--- src/inc/tcw_pkg.sv ---
/*
  Package of the waveform timer: mode and compare-output encodings,
  register indices of the plain register port, field positions,
  reset values, prescaler choices and the packed structs that carry
  the configuration and the status between the files.
  Assumes one 20 MHz clock and a single-cycle register port.
*/
// Behaviour
// - Output mode zero leaves state alone on match
// - Nonzero output mode puts state on pin
// - Pin driven only when direction bit set
// - Pin override same in every waveform mode
// - State presettable, holds until match, force or PWM bottom
// - New output mode acts at next match
// - Mode select sets count, output mode sets action
// - Normal mode counts up, wraps FF to 00
// - Overflow flag set at wrap, hardware never clears
// - Counter writable any time in normal mode
// - Mode two clears counter on compare A
// - Compare A flag raised a tick after top in mode two
// - Mode two compare written unbuffered, may wrap
// - Mode two output mode one toggles output
// - Modes 3 and 7 fast PWM, tops FF/A
// - Fast PWM counts to top, then zero
// - PWM mode two clear-set, three set-clear
// - Fast PWM overflow flag set at top
// - Compare zero spikes, maximum gives steady level
// - PWM output mode one toggles, buffered compare
// - Tick from clock divided by seven ratios
// - Match sets flag next tick, write-one clears
// - Counter write blocks next match, has priority
// - PWM compare buffered, copied at bottom
// - Force applies action in non-PWM modes, no flag, no clear
package tcw_pkg;

  // ----------------------------------------------------------------
  // Register indices of the plain register port
  // ----------------------------------------------------------------
  localparam logic [2:0] REG_CTRL = 3'h0;   // Modes, force, clock select
  localparam logic [2:0] REG_COUNT = 3'h1;  // Counter value
  localparam logic [2:0] REG_CMPA = 3'h2;   // Compare value A
  localparam logic [2:0] REG_FLAGS = 3'h3;  // Flags, write one to clear
  localparam logic [2:0] REG_PIN = 3'h4;    // Direction, port value, state

  // ----------------------------------------------------------------
  // Field positions
  // ----------------------------------------------------------------
  localparam int CTRL_MODE_LSB = 0;     // wave_mode_sel [2:0]
  localparam int CTRL_COM_LSB = 3;      // cmp_out_mode_a [4:3]
  localparam int CTRL_FORCE_BIT = 5;    // force_compare_strobe
  localparam int CTRL_CS_LSB = 6;       // Clock select [7:6] + ext bit
  localparam int FLAG_OVF_BIT = 0;      // overflow_flag
  localparam int FLAG_CMPA_BIT = 1;     // compare_flag_a
  localparam int PIN_DIR_BIT = 0;       // pin_direction_bit
  localparam int PIN_PORT_BIT = 1;      // General port output value
  localparam int PIN_STATE_BIT = 2;     // wave_out_state preset
  localparam int PIN_CSHI_BIT = 4;      // Clock select bit 2

  // ----------------------------------------------------------------
  // Encodings and values
  // ----------------------------------------------------------------
  typedef enum logic [2:0] {
    WM_NORMAL = 3'h0,
    WM_CLEAR_MATCH = 3'h2,
    WM_FAST_MAX = 3'h3,
    WM_FAST_CMPA = 3'h7
  } tcw_mode_e;

  localparam logic [1:0] COM_OFF = 2'h0;      // No action
  localparam logic [1:0] COM_TOGGLE = 2'h1;   // Toggle on match
  localparam logic [1:0] COM_CLEAR = 2'h2;    // Clear (PWM: clear/set)
  localparam logic [1:0] COM_SET = 2'h3;      // Set (PWM: set/clear)
  localparam logic [7:0] CNT_MAX = 8'hff;
  localparam logic [7:0] CNT_BOTTOM = 8'h00;
  localparam logic [7:0] RST_BYTE = 8'h00;
  localparam logic [2:0] CS_STOP = 3'h0;      // Timer stopped

  // Division ratios for clock select 1..7 minus one
  localparam logic [9:0] DIV_1 = 10'h000;
  localparam logic [9:0] DIV_8 = 10'h007;
  localparam logic [9:0] DIV_32 = 10'h01f;
  localparam logic [9:0] DIV_64 = 10'h03f;
  localparam logic [9:0] DIV_128 = 10'h07f;
  localparam logic [9:0] DIV_256 = 10'h0ff;
  localparam logic [9:0] DIV_1024 = 10'h3ff;

  // ----------------------------------------------------------------
  // Carriers
  // ----------------------------------------------------------------
  typedef struct packed {
    logic [2:0] clkSel;      // Clock select, 0 stops
    logic [1:0] cmpOutMode;  // cmp_out_mode_a
    logic [2:0] waveMode;    // wave_mode_sel
  } tcw_cfg_s;

  typedef struct packed {
    logic compareFlagA;  // compare_flag_a
    logic overflowFlag;  // overflow_flag
  } tcw_flags_s;

endpackage

--- src/hdl/tcw_timer.sv ---
/*
  Waveform timer: 8-bit counter with normal, clear-on-match and
  fast PWM modes, compare A output unit and port override.
  Assumes a register master on the same clock that drives one-cycle
  strobes, and an external pad that resolves pinOut and pinOe.
*/
`timescale 1ns/100ps
module tcw_timer
  import tcw_pkg::*;
(
  input wire logic clk,          // System clock, 20 MHz
  input wire logic rst_n,        // Synchronous reset, active low
  input wire logic ce,           // Clock enable, freezes all state
  input wire logic [2:0] addr,   // Register index
  input wire logic [7:0] wdata,  // Write data
  input wire logic wr,           // Write strobe
  input wire logic rd,           // Read strobe
  input wire logic pinIn,        // Pad level from outside
  output logic [7:0] rdata,      // Read data, cycle after rd
  output logic pinOut,           // Pad output value
  output logic pinOe,            // Pad output enable
  output logic overflowIrq,      // overflow_flag level
  output logic compareIrqA       // compare_flag_a level
);

  // ----------------------------------------------------------------
  // State
  // ----------------------------------------------------------------
  tcw_cfg_s cfg_r, cfg_nxt;             // Mode fields and clock select
  tcw_flags_s flags_r, flags_nxt;       // Sticky flags
  logic [7:0] countValue_r, countValue_nxt;     // count_value
  logic [7:0] compareValueA_r, compareValueA_nxt; // Active compare
  logic [7:0] cmpBuf_r, cmpBuf_nxt;     // Software-side compare buffer
  logic waveOutState_r, waveOutState_nxt; // wave_out_state
  logic pinDir_r, pinDir_nxt;           // pin_direction_bit
  logic portVal_r, portVal_nxt;         // General port output
  logic blockMatch_r, blockMatch_nxt;   // Match blocked next tick
  logic matchPend_r, matchPend_nxt;     // Match waiting to set flag
  logic [7:0] rdata_r, rdata_nxt;
  logic pinOut_r, pinOut_nxt;
  logic pinOe_r, pinOe_nxt;

  logic timerTick;   // timer_tick
  logic pinSync;     // Synchronised pad level
  logic isPwm;       // Fast PWM selected
  logic [7:0] topVal;  // Top of the count
  logic atTop;       // Counter at top
  logic match;       // Counter equals compare, not blocked
  logic wrCount;     // Software write to counter
  logic wrCtrl;      // Software write to control
  logic forceHit;    // Force strobe in a non-PWM mode
  logic ovfSet;      // Overflow raised by hardware this cycle

  // ----------------------------------------------------------------
  // Helpers
  // ----------------------------------------------------------------
  tcw_prescaler u_presc (
    .clk(clk),
    .rst_n(rst_n),
    .ce(ce),
    .clkSel(cfg_r.clkSel),
    .timerTick(timerTick)
  );

  tcw_pin_sync u_sync (
    .clk(clk),
    .rst_n(rst_n),
    .ce(ce),
    .pinIn(pinIn),
    .pinSync(pinSync)
  );

  // ----------------------------------------------------------------
  // Decode of mode and compare
  // ----------------------------------------------------------------
  always_comb begin
    isPwm = (cfg_r.waveMode == WM_FAST_MAX) ||
            (cfg_r.waveMode == WM_FAST_CMPA);
    case (cfg_r.waveMode)
      WM_CLEAR_MATCH: topVal = compareValueA_r;
      WM_FAST_CMPA: topVal = compareValueA_r;
      default: topVal = CNT_MAX;
    endcase
    atTop = (countValue_r == topVal);
    // A counter write blocks compares in the tick after it
    match = (countValue_r == compareValueA_r) && !blockMatch_r;
    wrCount = wr && (addr == REG_COUNT);
    wrCtrl = wr && (addr == REG_CTRL);
    forceHit = wrCtrl && wdata[CTRL_FORCE_BIT] && !isPwm;
  end

  // ----------------------------------------------------------------
  // Counter, compare and flags
  // ----------------------------------------------------------------
  always_comb begin
    countValue_nxt = countValue_r;
    compareValueA_nxt = compareValueA_r;
    cmpBuf_nxt = cmpBuf_r;
    flags_nxt = flags_r;
    blockMatch_nxt = blockMatch_r;
    matchPend_nxt = matchPend_r;
    ovfSet = 1'b0;
    // Count sequence depends on the mode field and compare value only
    if (timerTick) begin
      blockMatch_nxt = 1'b0;
      matchPend_nxt = match;
      if (matchPend_r) begin
        flags_nxt.compareFlagA = 1'b1;
      end
      if (cfg_r.waveMode == WM_CLEAR_MATCH && match) begin
        countValue_nxt = CNT_BOTTOM;
        // A top of 0xff still steps from maximum to zero here
        if (countValue_r == CNT_MAX) begin
          ovfSet = 1'b1;
        end
      end else if (isPwm && atTop) begin
        countValue_nxt = CNT_BOTTOM;
        ovfSet = 1'b1;
      end else begin
        // Wrap to zero past maximum, even in mode two
        countValue_nxt = countValue_r + 8'h01;
        if (countValue_r == CNT_MAX) begin
          ovfSet = 1'b1;
        end
      end
      // Buffered compare copied at bottom in PWM
      if (isPwm && atTop) begin
        compareValueA_nxt = cmpBuf_r;
      end
    end
    if (ovfSet) begin
      flags_nxt.overflowFlag = 1'b1;
    end
    // Write-one-to-clear, but a set in the same cycle wins
    if (wr && addr == REG_FLAGS) begin
      if (wdata[FLAG_CMPA_BIT] && !(timerTick && matchPend_r)) begin
        flags_nxt.compareFlagA = 1'b0;
      end
      if (wdata[FLAG_OVF_BIT] && !ovfSet) begin
        flags_nxt.overflowFlag = 1'b0;
      end
    end
    // Software write to counter beats count and clear
    if (wrCount) begin
      countValue_nxt = wdata;
      blockMatch_nxt = 1'b1;
      matchPend_nxt = 1'b0;
    end
    if (wr && addr == REG_CMPA) begin
      cmpBuf_nxt = wdata;
      if (!isPwm) begin
        compareValueA_nxt = wdata;
      end
    end
  end

  // ----------------------------------------------------------------
  // Output compare state
  // ----------------------------------------------------------------
  always_comb begin
    waveOutState_nxt = waveOutState_r;
    // Output mode is read live, so a new value acts at next match
    if (forceHit || (timerTick && match && !isPwm)) begin
      case (cfg_r.cmpOutMode)
        COM_TOGGLE: waveOutState_nxt = !waveOutState_r;
        COM_CLEAR: waveOutState_nxt = 1'b0;
        COM_SET: waveOutState_nxt = 1'b1;
        default: waveOutState_nxt = waveOutState_r;
      endcase
    end else if (timerTick && isPwm) begin
      // Bottom action first; a match at the same tick overrides it
      if (atTop && compareValueA_r != topVal) begin
        case (cfg_r.cmpOutMode)
          COM_CLEAR: waveOutState_nxt = 1'b1;
          COM_SET: waveOutState_nxt = 1'b0;
          default: waveOutState_nxt = waveOutState_r;
        endcase
      end
      if (match) begin
        case (cfg_r.cmpOutMode)
          COM_TOGGLE: waveOutState_nxt = !waveOutState_r;
          COM_CLEAR: waveOutState_nxt = 1'b0;
          COM_SET: waveOutState_nxt = 1'b1;
          default: waveOutState_nxt = waveOutState_r;
        endcase
      end
    end
    // Preset through the pin register before enabling the pin
    if (wr && addr == REG_PIN) begin
      waveOutState_nxt = wdata[PIN_STATE_BIT];
    end
  end

  // ----------------------------------------------------------------
  // Control, pin and read data
  // ----------------------------------------------------------------
  always_comb begin
    cfg_nxt = cfg_r;
    pinDir_nxt = pinDir_r;
    portVal_nxt = portVal_r;
    if (wrCtrl) begin
      cfg_nxt.waveMode = wdata[CTRL_MODE_LSB +: 3];
      cfg_nxt.cmpOutMode = wdata[CTRL_COM_LSB +: 2];
      cfg_nxt.clkSel[1:0] = wdata[CTRL_CS_LSB +: 2];
    end
    if (wr && addr == REG_PIN) begin
      pinDir_nxt = wdata[PIN_DIR_BIT];
      portVal_nxt = wdata[PIN_PORT_BIT];
      // No room left in control, so the top select bit lives here
      cfg_nxt.clkSel[2] = wdata[PIN_CSHI_BIT];
    end
    // Override independent of waveform mode
    if (cfg_r.cmpOutMode != COM_OFF) begin
      pinOut_nxt = waveOutState_nxt;
    end else begin
      pinOut_nxt = portVal_nxt;
    end
    pinOe_nxt = pinDir_nxt;
    // Read data stand for one cycle only, zero otherwise
    rdata_nxt = 8'h00;
    if (rd) begin
      case (addr)
        REG_CTRL: rdata_nxt = {cfg_r.clkSel[1:0], 1'b0,
                               cfg_r.cmpOutMode, cfg_r.waveMode};
        REG_COUNT: rdata_nxt = countValue_r;
        REG_CMPA: rdata_nxt = cmpBuf_r;
        REG_FLAGS: rdata_nxt = {6'h00, flags_r};
        REG_PIN: rdata_nxt = {3'h0, cfg_r.clkSel[2], pinSync, waveOutState_r,
                              portVal_r, pinDir_r};
        default: rdata_nxt = 8'h00;
      endcase
    end
  end

  // ----------------------------------------------------------------
  // Registers
  // ----------------------------------------------------------------
  always_ff @(posedge clk) begin
    if (!rst_n) begin
      cfg_r <= '0;
      flags_r <= '0;
      countValue_r <= RST_BYTE;
      compareValueA_r <= RST_BYTE;
      cmpBuf_r <= RST_BYTE;
      waveOutState_r <= 1'b0;
      pinDir_r <= 1'b0;
      portVal_r <= 1'b0;
      blockMatch_r <= 1'b0;
      matchPend_r <= 1'b0;
      rdata_r <= 8'h00;
      pinOut_r <= 1'b0;
      pinOe_r <= 1'b0;
    end else if (ce) begin
      cfg_r <= cfg_nxt;
      flags_r <= flags_nxt;
      countValue_r <= countValue_nxt;
      compareValueA_r <= compareValueA_nxt;
      cmpBuf_r <= cmpBuf_nxt;
      waveOutState_r <= waveOutState_nxt;
      pinDir_r <= pinDir_nxt;
      portVal_r <= portVal_nxt;
      blockMatch_r <= blockMatch_nxt;
      matchPend_r <= matchPend_nxt;
      rdata_r <= rdata_nxt;
      pinOut_r <= pinOut_nxt;
      pinOe_r <= pinOe_nxt;
    end
  end

  assign rdata = rdata_r;
  assign pinOut = pinOut_r;
  assign pinOe = pinOe_r;
  assign overflowIrq = flags_r.overflowFlag;
  assign compareIrqA = flags_r.compareFlagA;
endmodule // tcw_timer

--- src/hdl/tcw_prescaler.sv ---
/*
  Prescaler: turns the system clock into the one-cycle timer tick.
  Assumes the clock enable and clock select come from the same clock.
*/
`timescale 1ns/100ps
module tcw_prescaler
  import tcw_pkg::*;
(
  input wire logic clk,           // System clock
  input wire logic rst_n,         // Synchronous reset, active low
  input wire logic ce,            // Clock enable
  input wire logic [2:0] clkSel,  // Clock select
  output logic timerTick          // One-cycle timer tick
);

  logic [9:0] divCnt_r;  // Free running divider
  logic [9:0] divCnt_nxt;
  logic timerTick_r;
  logic timerTick_nxt;
  logic [9:0] limit;  // Terminal count for the selected ratio

  // ----------------------------------------------------------------
  // Ratio select and divider
  // ----------------------------------------------------------------
  always_comb begin
    case (clkSel)
      3'h1: limit = DIV_1;
      3'h2: limit = DIV_8;
      3'h3: limit = DIV_32;
      3'h4: limit = DIV_64;
      3'h5: limit = DIV_128;
      3'h6: limit = DIV_256;
      3'h7: limit = DIV_1024;
      default: limit = DIV_1;
    endcase
    // A shared divider: changing ratio may shorten one period
    if (clkSel == CS_STOP || divCnt_r >= limit) begin
      divCnt_nxt = 10'h000;
    end else begin
      divCnt_nxt = divCnt_r + 10'h001;
    end
    timerTick_nxt = (clkSel != CS_STOP) && (divCnt_r >= limit);
  end

  always_ff @(posedge clk) begin
    if (!rst_n) begin
      divCnt_r <= 10'h000;
      timerTick_r <= 1'b0;
    end else if (ce) begin
      divCnt_r <= divCnt_nxt;
      timerTick_r <= timerTick_nxt;
    end
  end

  assign timerTick = timerTick_r && ce;

endmodule // tcw_prescaler

--- src/hdl/tcw_pin_sync.sv ---
/*
  Two-flop synchroniser for the port pin level read back by software.
  Assumes the pin is asynchronous to clk.
*/
`timescale 1ns/100ps
module tcw_pin_sync (
  input wire logic clk,     // System clock
  input wire logic rst_n,   // Synchronous reset, active low
  input wire logic ce,      // Clock enable
  input wire logic pinIn,   // Raw pin level
  output logic pinSync      // Synchronised level
);

  logic meta_r;  // First stage, read only by the second
  logic sync_r;  // Second stage

  // ----------------------------------------------------------------
  // Two stages
  // ----------------------------------------------------------------
  always_ff @(posedge clk) begin
    if (!rst_n) begin
      meta_r <= 1'b0;
      sync_r <= 1'b0;
    end else if (ce) begin
      meta_r <= pinIn;
      sync_r <= meta_r;
    end
  end

  assign pinSync = sync_r;

endmodule // tcw_pin_sync

--- config.mk ---
export PLATFORM = sky130hd
export DESIGN_NAME = tcw_timer
export DESIGN_NICKNAME = d
export VERILOG_FILES = /design/src/inc/tcw_pkg.sv /design/src/hdl/tcw_timer.sv /design/src/hdl/tcw_prescaler.sv /design/src/hdl/tcw_pin_sync.sv
export SDC_FILE = /design/constraint.sdc
export NUM_CORES = 1
export LEC_CHECK = 0
export BUFFER_PORTS_ARGS = -buffer_cell sky130_fd_sc_hd__clkbuf_2
export CAP_MARGIN = 10
export CORE_MARGIN = 4
export CORE_UTILIZATION = 60
export DETAILED_ROUTE_END_ITERATION = 10
export HOLD_SLACK_MARGIN = 0.08
export PLACE_DENSITY_LB_ADDON = 0.25
export SLEW_MARGIN = 30
export SYNTH_ARGS = -nofsm -noshare
export SYNTH_HDL_FRONTEND = slang
export SYNTH_SLANG_ARGS = --single-unit
--- constraint.sdc ---
create_clock -name clk -period 3.52 [get_ports clk]
set_clock_uncertainty 0.15 [all_clocks]
set_input_delay 0.176 -clock clk [delete_from_list [all_inputs] [get_ports clk]]
set_output_delay 0.176 -clock clk [all_outputs]
set_load 0.03 [all_outputs]
==> results of run 1 <==
==> stage by stage <==
step	power, mW	util	cells
detailed placement	0.849	0.646	503
global route	1.52	0.701	529
global placement	0.846	0.646	503
floorplan	0.807	-	422
CTS	1.47	0.701	529
finish	1.48	0.701	529
==> worst paths after layout <==
kind,from,end,slack (ns),depth (start not counted)
setup reg to reg,cfg_r[7],u_presc.divCnt_r[6],0.67,10
hold / removal,ce,blockMatch_r,0.19,4
hold reg to reg,rdata[5],rdata[5],0.32,2
setup / recovery,cfg_r[7],u_presc.divCnt_r[6],0.67,10
==> state kept, by name (all words and copies together), names as in the netlist <==
signal               count
blockMatch_r             1
pinOe                    1
u_presc.divCnt_r        10
countValue_r             8
portVal_r                1
u_sync.meta_r            1
pinOut                   1
compareValueA_r          8
u_presc.timerTick_r      1
cmpBuf_r                 8
u_sync.pinSync           1
cfg_r                    8
overflowIrq              1
compareIrqA              1
waveOutState_r           1
rdata                    8
matchPend_r              1
==> layer usage <==
metal  up-vias  GRT usage
li1       1597          -
met1      1547      0.367
met2       185      0.409
met3        35     0.0546
met4         0      0.150
met5         -          0
==> what timing repair did <==
item	in CTS	in global routing
setup endpoints to repair	0	0
endpoints found under the hold margin	26	0
hold buffers	10	0
==> worst max-delay path: stages (launching register included) <==
cell and delay, ns:
dfxtp_1 0.37, or2_2 0.34, ha_1 0.27, nand2b_1 0.15, a21o_1 0.18, a21o_1 0.17
a21oi_1 0.13, o21ai_0 0.11, a211oi_1 0.38, o21ai_1 0.26, nor3_1 0.26
==> final cells by class <==
class	instances	area, µm²	share of cell area
multi-input combinational	326	2040	0.528
sequential	61	1220	0.316
timing repair buffer	41	263	0.0681
clock buffer	9	124	0.0321
tap	72	90.1	0.0233
clock inverter	7	75.1	0.0195
inverter	13	48.8	0.0126
==> cells in the final DEF, fill, tap and decap left out, types with 7 or more instances in the layout <==
| cell | count |
|---|---|
| nor2_1 | 61 |
| dfxtp_1 | 61 |
| nand2_1 | 35 |
| a21oi_1 | 34 |
| clkbuf_2 | 28 |
| nand3_1 | 26 |
| mux2i_1 | 15 |
| inv_1 | 13 |
| ha_1 | 12 |
| nor2b_1 | 11 |
| o22ai_1 | 11 |
| a211oi_1 | 10 |
| dlygate4sd3_1 | 10 |
| o21ai_0 | 9 |
| a22oi_1 | 9 |
| clkbuf_8 | 9 |
| xor2_1 | 8 |
| nand4_1 | 8 |
| and2_1 | 7 |
==> cell families (layout without fill, tap and decap cells) <==
| group | count (synthesis) | count (layout) |
|---|---|---|
| DFF | 61 | 61 |
| adders and majority gates | 12 | 12 |
| xor gates and xnor gates | 12 | 12 |
| buffers and inverters | 35 | 70 |
| AOI/OAI and AO/OA | 106 | 106 |
| muxes | 17 | 17 |
| and+or+nand+nor | 179 | 179 |
==> power by group through the flow <==
stage                     Combinational, mW  Clock [mW]  Sequential (mW)
after global placement                0.118           0            0.729
after global routing                  0.143       0.666            0.714
after CTS                             0.129       0.633            0.713
after floorplan                      0.0849           0            0.723
final                                 0.133       0.629            0.713
after detailed placement              0.120           0            0.729
==> results.md, run 1 <==
* Core Area at 5510 µm²
* # port buffers at 28
* Top sig layer: met4
* Synth Area in Compound Gates at 0.215
* Routed vias at 3364
* Max clock buf depth at 2
* Post-synth net total at 451
* Final setup margin at 0.669 ns
* Status: complete, no violations
* DR WL met3 at 803 µm
* Min-delay worst type: input pin to flip-flop
* Area delta synth->final at 13.8%
* Mapped Area at 3390 µm²
* Post-Synth Adder-Cell Area at 0.0443
* Vias in the first global route at 3184
* Fin. max-slew vios at 0
* Final Hold Fails at 0
* Seq/Total Area, Yosys at 0.360
* Die Ht at 83.2 µm
* WL met1 at 3.98 mm
* FP Rows at 27
* Setup TNS at 0 ns
* Asr flop ratio synth at 0
* Placed cell area at 3560 µm²
* Pre-antenna DRT Iters at 6
* Mux share of post-synthesis cell area at 0.0509
* Synth area leader: dfxtp_1
* Ys flop type: dfxtp_1
* Worst Path Required at 3.64 ns
* Routed Antenna Nets at 0
* WL per Instance at 17.5 µm
* Routed WL at 9.23 mm
* Top cell type's share of synthesized area at 0.360
* Largest net degree at the start of global routing at 38
* Fin area at 3860 µm²
* Combinational share of power at 0.090
* Vias per std cell at 6.36
* CTS tree: done
* Number of synthesized flops with an enable pin at 0
* WL met2 at 4.15 mm
* Post_cts resized at 0
* Relative slew slack at 0.449
* Critical-path maximum fanout at 8
* Htree depth at 3
* DRC viols at 0
* First-pass GRT wire length at 15.3 mm
* Period minus WS final at 2.85 ns
* Nets at 481
* Switching pwr at 0.400 mW
* FILL cells at 441
* Cell-internal power at 1.08 mW
* Diodes inserted at 0
* Pwr/cell area at 382 nW/µm²
* Seq pwr share at 0.483
* Initial antenna violation count at 0
* DP Worst Slack at 0.703 ns
* CP Class: flip-flop to flip-flop
* Gr usage total at 0.273
* I/O pin count at 29
* Synth warn at 0
* Post-Synth XOR/XNOR Area at 0.0310
* Cells after Synth at 422
* Die area at 6920 µm²
* Static leakage at 1.43 nW
* Setup Buffers After CTS at 0
* Synth top cells by count: 61 x dfxtp_1, 61 x nor2_1, 35 x nand2_1
* Setup violators final at 0
* Clk_lat worst skew at 0.35 ns
* Max-Cap Viols at 0
* Starting DRT DRC Count at 480
* Initial Util at 0.616
* Synth unique cells at 57
* Sw frac at 0.271
* Fmax at 351 MHz
* Area contributors post-synth: dfxtp_1 36%, nor2_1 6.8%, a21oi_1 5.0%
* Hold_ws at 0.186 ns
* Largest family of logic cells by synthesized area: simple AND/OR/NAND/NOR gates
* Number of synthesized register bits at 61
* Share of layout cells above drive strength 1 at 0.127
* Clock slew at reported path FFs at 0.07 ns
* Chip width at 83.2 µm
* Worst VDD drop at 0.290 mV
* Final RePlAce weighted congestion at 0.907
* Worst-margin pin slew at 0.826 ns
* Startpoint Class: flip-flop
* Clock power frac at 0.426
* Final worst path period share at 0.810
* Total CTS buffers at 9
* Hpwl dp at 6.45 mm
* Root buffer cell: clkbuf_8
* Clk sinks at 61
* Synth Area in Simple Gates at 0.260
* Syn Area/Cell at 8.04 µm²
* GRT overflow at 0
* RSZ-0062 raised after global routing: false
* Critical Path AT at 2.97 ns
* Crit. End Element: flip-flop
No activity file was read; power rests on OpenSTA's default activity.
==> inputs of run 2 (changes only) <==
clock period = 3 ns   (was 3.52 ns; I/O delays follow)
==> run 2 against run 1 <==
  * Critical path depth unchanged
  * Sequential share of layout area down 0.28 points
  * Worst hold slack got worse by 0.021 ns
  * Flip-flop and latch count is the same
  * Critical endpoint unchanged
  * Cell area rose by 0.91%
  * Cell count up 0.57%
  * Clock power rose by 19%
  * Largest cell class unchanged
  * First-iteration DRC count down 2.1%
==> results.md, run 2 (synthesized netlist as in run 1, its figures left out) <==
* Status: complete, no violations
* CP Cell Sequence: or2_2, ha_1, nand2b_1, a21o_1, a21o_1, a21oi_1, o21ai_0, a211oi_2, o21ai_2, nor3_1
* Switching pwr at 0.459 mW (+15%)
* Share of layout cells above drive strength 1 at 0.133 (+0.00569)
* Static leakage at 1.45 nW (+1.2%)
* Cell-internal power at 1.29 mW (+20%)
* Startpoint Class: flip-flop
* Hpwl dp at 6.46 mm (+0.10%)
* Gr usage total at 0.282 (+0.00849)
* Fmax at 372 MHz (+6.1%)
* Clk_lat worst skew at 0.35 ns (about the same)
* Sw frac at 0.263 (-0.00789)
* Seq pwr share at 0.480 (-0.003)
* I/O pin count at 29 (unchanged)
* Core Area at 5510 µm² (unchanged)
* Htree depth at 3 (unchanged)
* Routed WL at 9.48 mm (+2.6%)
* GRT overflow at 0 (unchanged)
* Crit-path slowest cell: dfxtp_1
* Root buffer cell: clkbuf_8
* Area delta synth->final at 14.8%
* Chip width at 83.2 µm (unchanged)
* Vias in the first global route at 3239 (+1.7%)
* Worst Path Required at 3.10 ns (-0.54 ns)
* Min-delay worst type: input pin to flip-flop
* CP Class: flip-flop to flip-flop
* Reg area at 1220 µm² (unchanged)
* Min-Delay Endpoint: rdata[5]
* Setup TNS at 0 ns (unchanged)
* Worst-margin pin slew at 0.554 ns (-0.272 ns)
* Pwr/cell area at 448 nW/µm² (+17%)
* Multi-input gate area at 2050 µm² (+0.43%)
* Biggest register: u_presc.divCnt_r
* Setup violators final at 0 (unchanged)
* FP Rows at 27 (unchanged)
* Final worst path period share at 0.896 (+0.0858)
* Die Ht at 83.2 µm (unchanged)
* First-pass GRT wire length at 15.8 mm (+3.8%)
* Clk sinks at 61 (unchanged)
* DRC viols at 0 (unchanged)
* Clock slew at reported path FFs at 0.07 ns (about the same)
* R2r setup slk at 0.31 ns (-0.36 ns)
* Hold_ws at 0.165 ns (-0.0210 ns)
* Period minus WS final at 2.69 ns (-0.164 ns)
* WL per Instance at 17.8 µm (+2.1%)
* Crit path largest cell delay at 0.37 ns (about the same)
* Worst R2R Path Depth at 10 (unchanged)
* FILL cells at 438 (-0.68%)
* Diodes inserted at 0 (unchanged)
* Max clock buf depth at 2 (unchanged)
* Final non-filler cell total at 532 (+0.57%)
* Worst VDD drop at 0.360 mV (+24%)
* Min-Delay Path Depth at 5 (+1)
* Vias per std cell at 6.43 (+1.1%)
* Initial Util at 0.616 (unchanged)
* Max-Cap Viols at 0 (unchanged)
* Relative slew slack at 0.630 (+0.182)
* Routed vias at 3419 (+1.6%)
* Initial antenna violation count at 0 (unchanged)
* Pre-antenna DRT Iters at 5 (-1)
* Routed Antenna Nets at 0 (unchanged)
* Critical Path AT at 2.79 ns (-0.18 ns)
* Worst Min Path Start: rd
* Combinational share of power at 0.091 (about the same)
* Max reg flops at 10 (unchanged)
* Post-placement cell count at 504 (+0.20%)
* Clock power frac at 0.430 (+0.004)
* Final Hold Fails at 0 (unchanged)
* Nets at 484 (+0.62%)
* Largest net degree at the start of global routing at 49 (+29%)
* Starting DRT DRC Count at 470 (-2.1%)
* Most frequent CP cell: a21o_1
* Most frequent cells in the layout: 61 x nor2_1, 61 x dfxtp_1, 35 x nand2_1, 34 x a21oi_1, 28 x clkbuf_2
* Final RePlAce weighted congestion at 0.867 (-4.4%)
* Crit. End Element: flip-flop
* CTS tree: done
* Pwr Total at 1.74 mW (+18%)
* Die area at 6920 µm² (unchanged)
* Reg-to-reg critical path startpoint: cfg_r[7]
* RSZ-0062 raised after global routing: false
* Fin. max-slew vios at 0 (unchanged)
* Critical-path maximum fanout at 8 (unchanged)
* # port buffers at 28 (unchanged)
* Total CTS buffers at 9 (unchanged)
* FF-to-FF End: u_presc.divCnt_r[6]
==> run 2: area by class of cell <==
type / count / area share
multi-input cells: 326 / 0.525
flip-flops and latches: 61 / 0.314
repair buffers: 44 / 0.0739
clock buffers: 11 / 0.0363
well taps: 72 / 0.0231
clock inverters: 5 / 0.0151
inverters: 13 / 0.0125
==> run 2: timing repair <==
action	CTS	global route
gates resized for setup	0	2
endpoints found under the setup margin	0	8
endpoints found under the hold margin	33	0
hold buffers	11	0
setup buffers	0	1
==> run 2: metal layers <==
layer | vias up | wire length (µm) | global-route usage
met4 | 0 | 324 | 0.122
met3 | 36 | 852 | 0.0734
met1 | 1595 | 3910 | 0.367
met5 | - | 0 | 0
li1 | 1603 | - | -
met2 | 185 | 4380 | 0.440
==> run 2: worst max-delay path, delay by kind of cell, from the launching register on <==
family                     cells  cell delay [ns]
DFF                            1             0.37
AOI/OAI and AO/OA              6             1.07
adders and majority gates      1             0.27
and+or+nand+nor                3             0.74
==> run 2: power groups by stage <==
stage	clock, mW	combinational, mW	sequential (mW)
6_report	0.749	0.158	0.837
3_3_place_gp	0	0.140	0.854
3_5_place_dp	0	0.142	0.855
5_1_grt	0.791	0.170	0.838
4_1_cts	0.755	0.153	0.836
2_1_floorplan	0	0.0996	0.848
==> run 2: per-stage QoR <==
stage	util	area (µm²)	setup WS (ns)
finish	0.707	3890	0.313
global route	0.707	3890	0.00692
CTS	0.704	3880	0.143
detailed placement	0.648	3570	0.169
global placement	0.648	3570	0.323
floorplan	-	3390	0.468
==> run 2: how the worst max path moves through the flow <==
stage                     startpoint                  end  slack (ns)  cells past startpoint
final                       cfg_r[7]  u_presc.divCnt_r[6]        0.31                     10
after detailed placement    cfg_r[7]  u_presc.divCnt_r[6]        0.17                     10
after CTS                   cfg_r[7]  u_presc.divCnt_r[6]        0.14                     10
after global routing        cfg_r[7]  u_presc.divCnt_r[6]       0.007                     10
after global placement      cfg_r[7]  u_presc.divCnt_r[6]        0.32                     10
after floorplan             cfg_r[7]  u_presc.divCnt_r[6]        0.47                     10
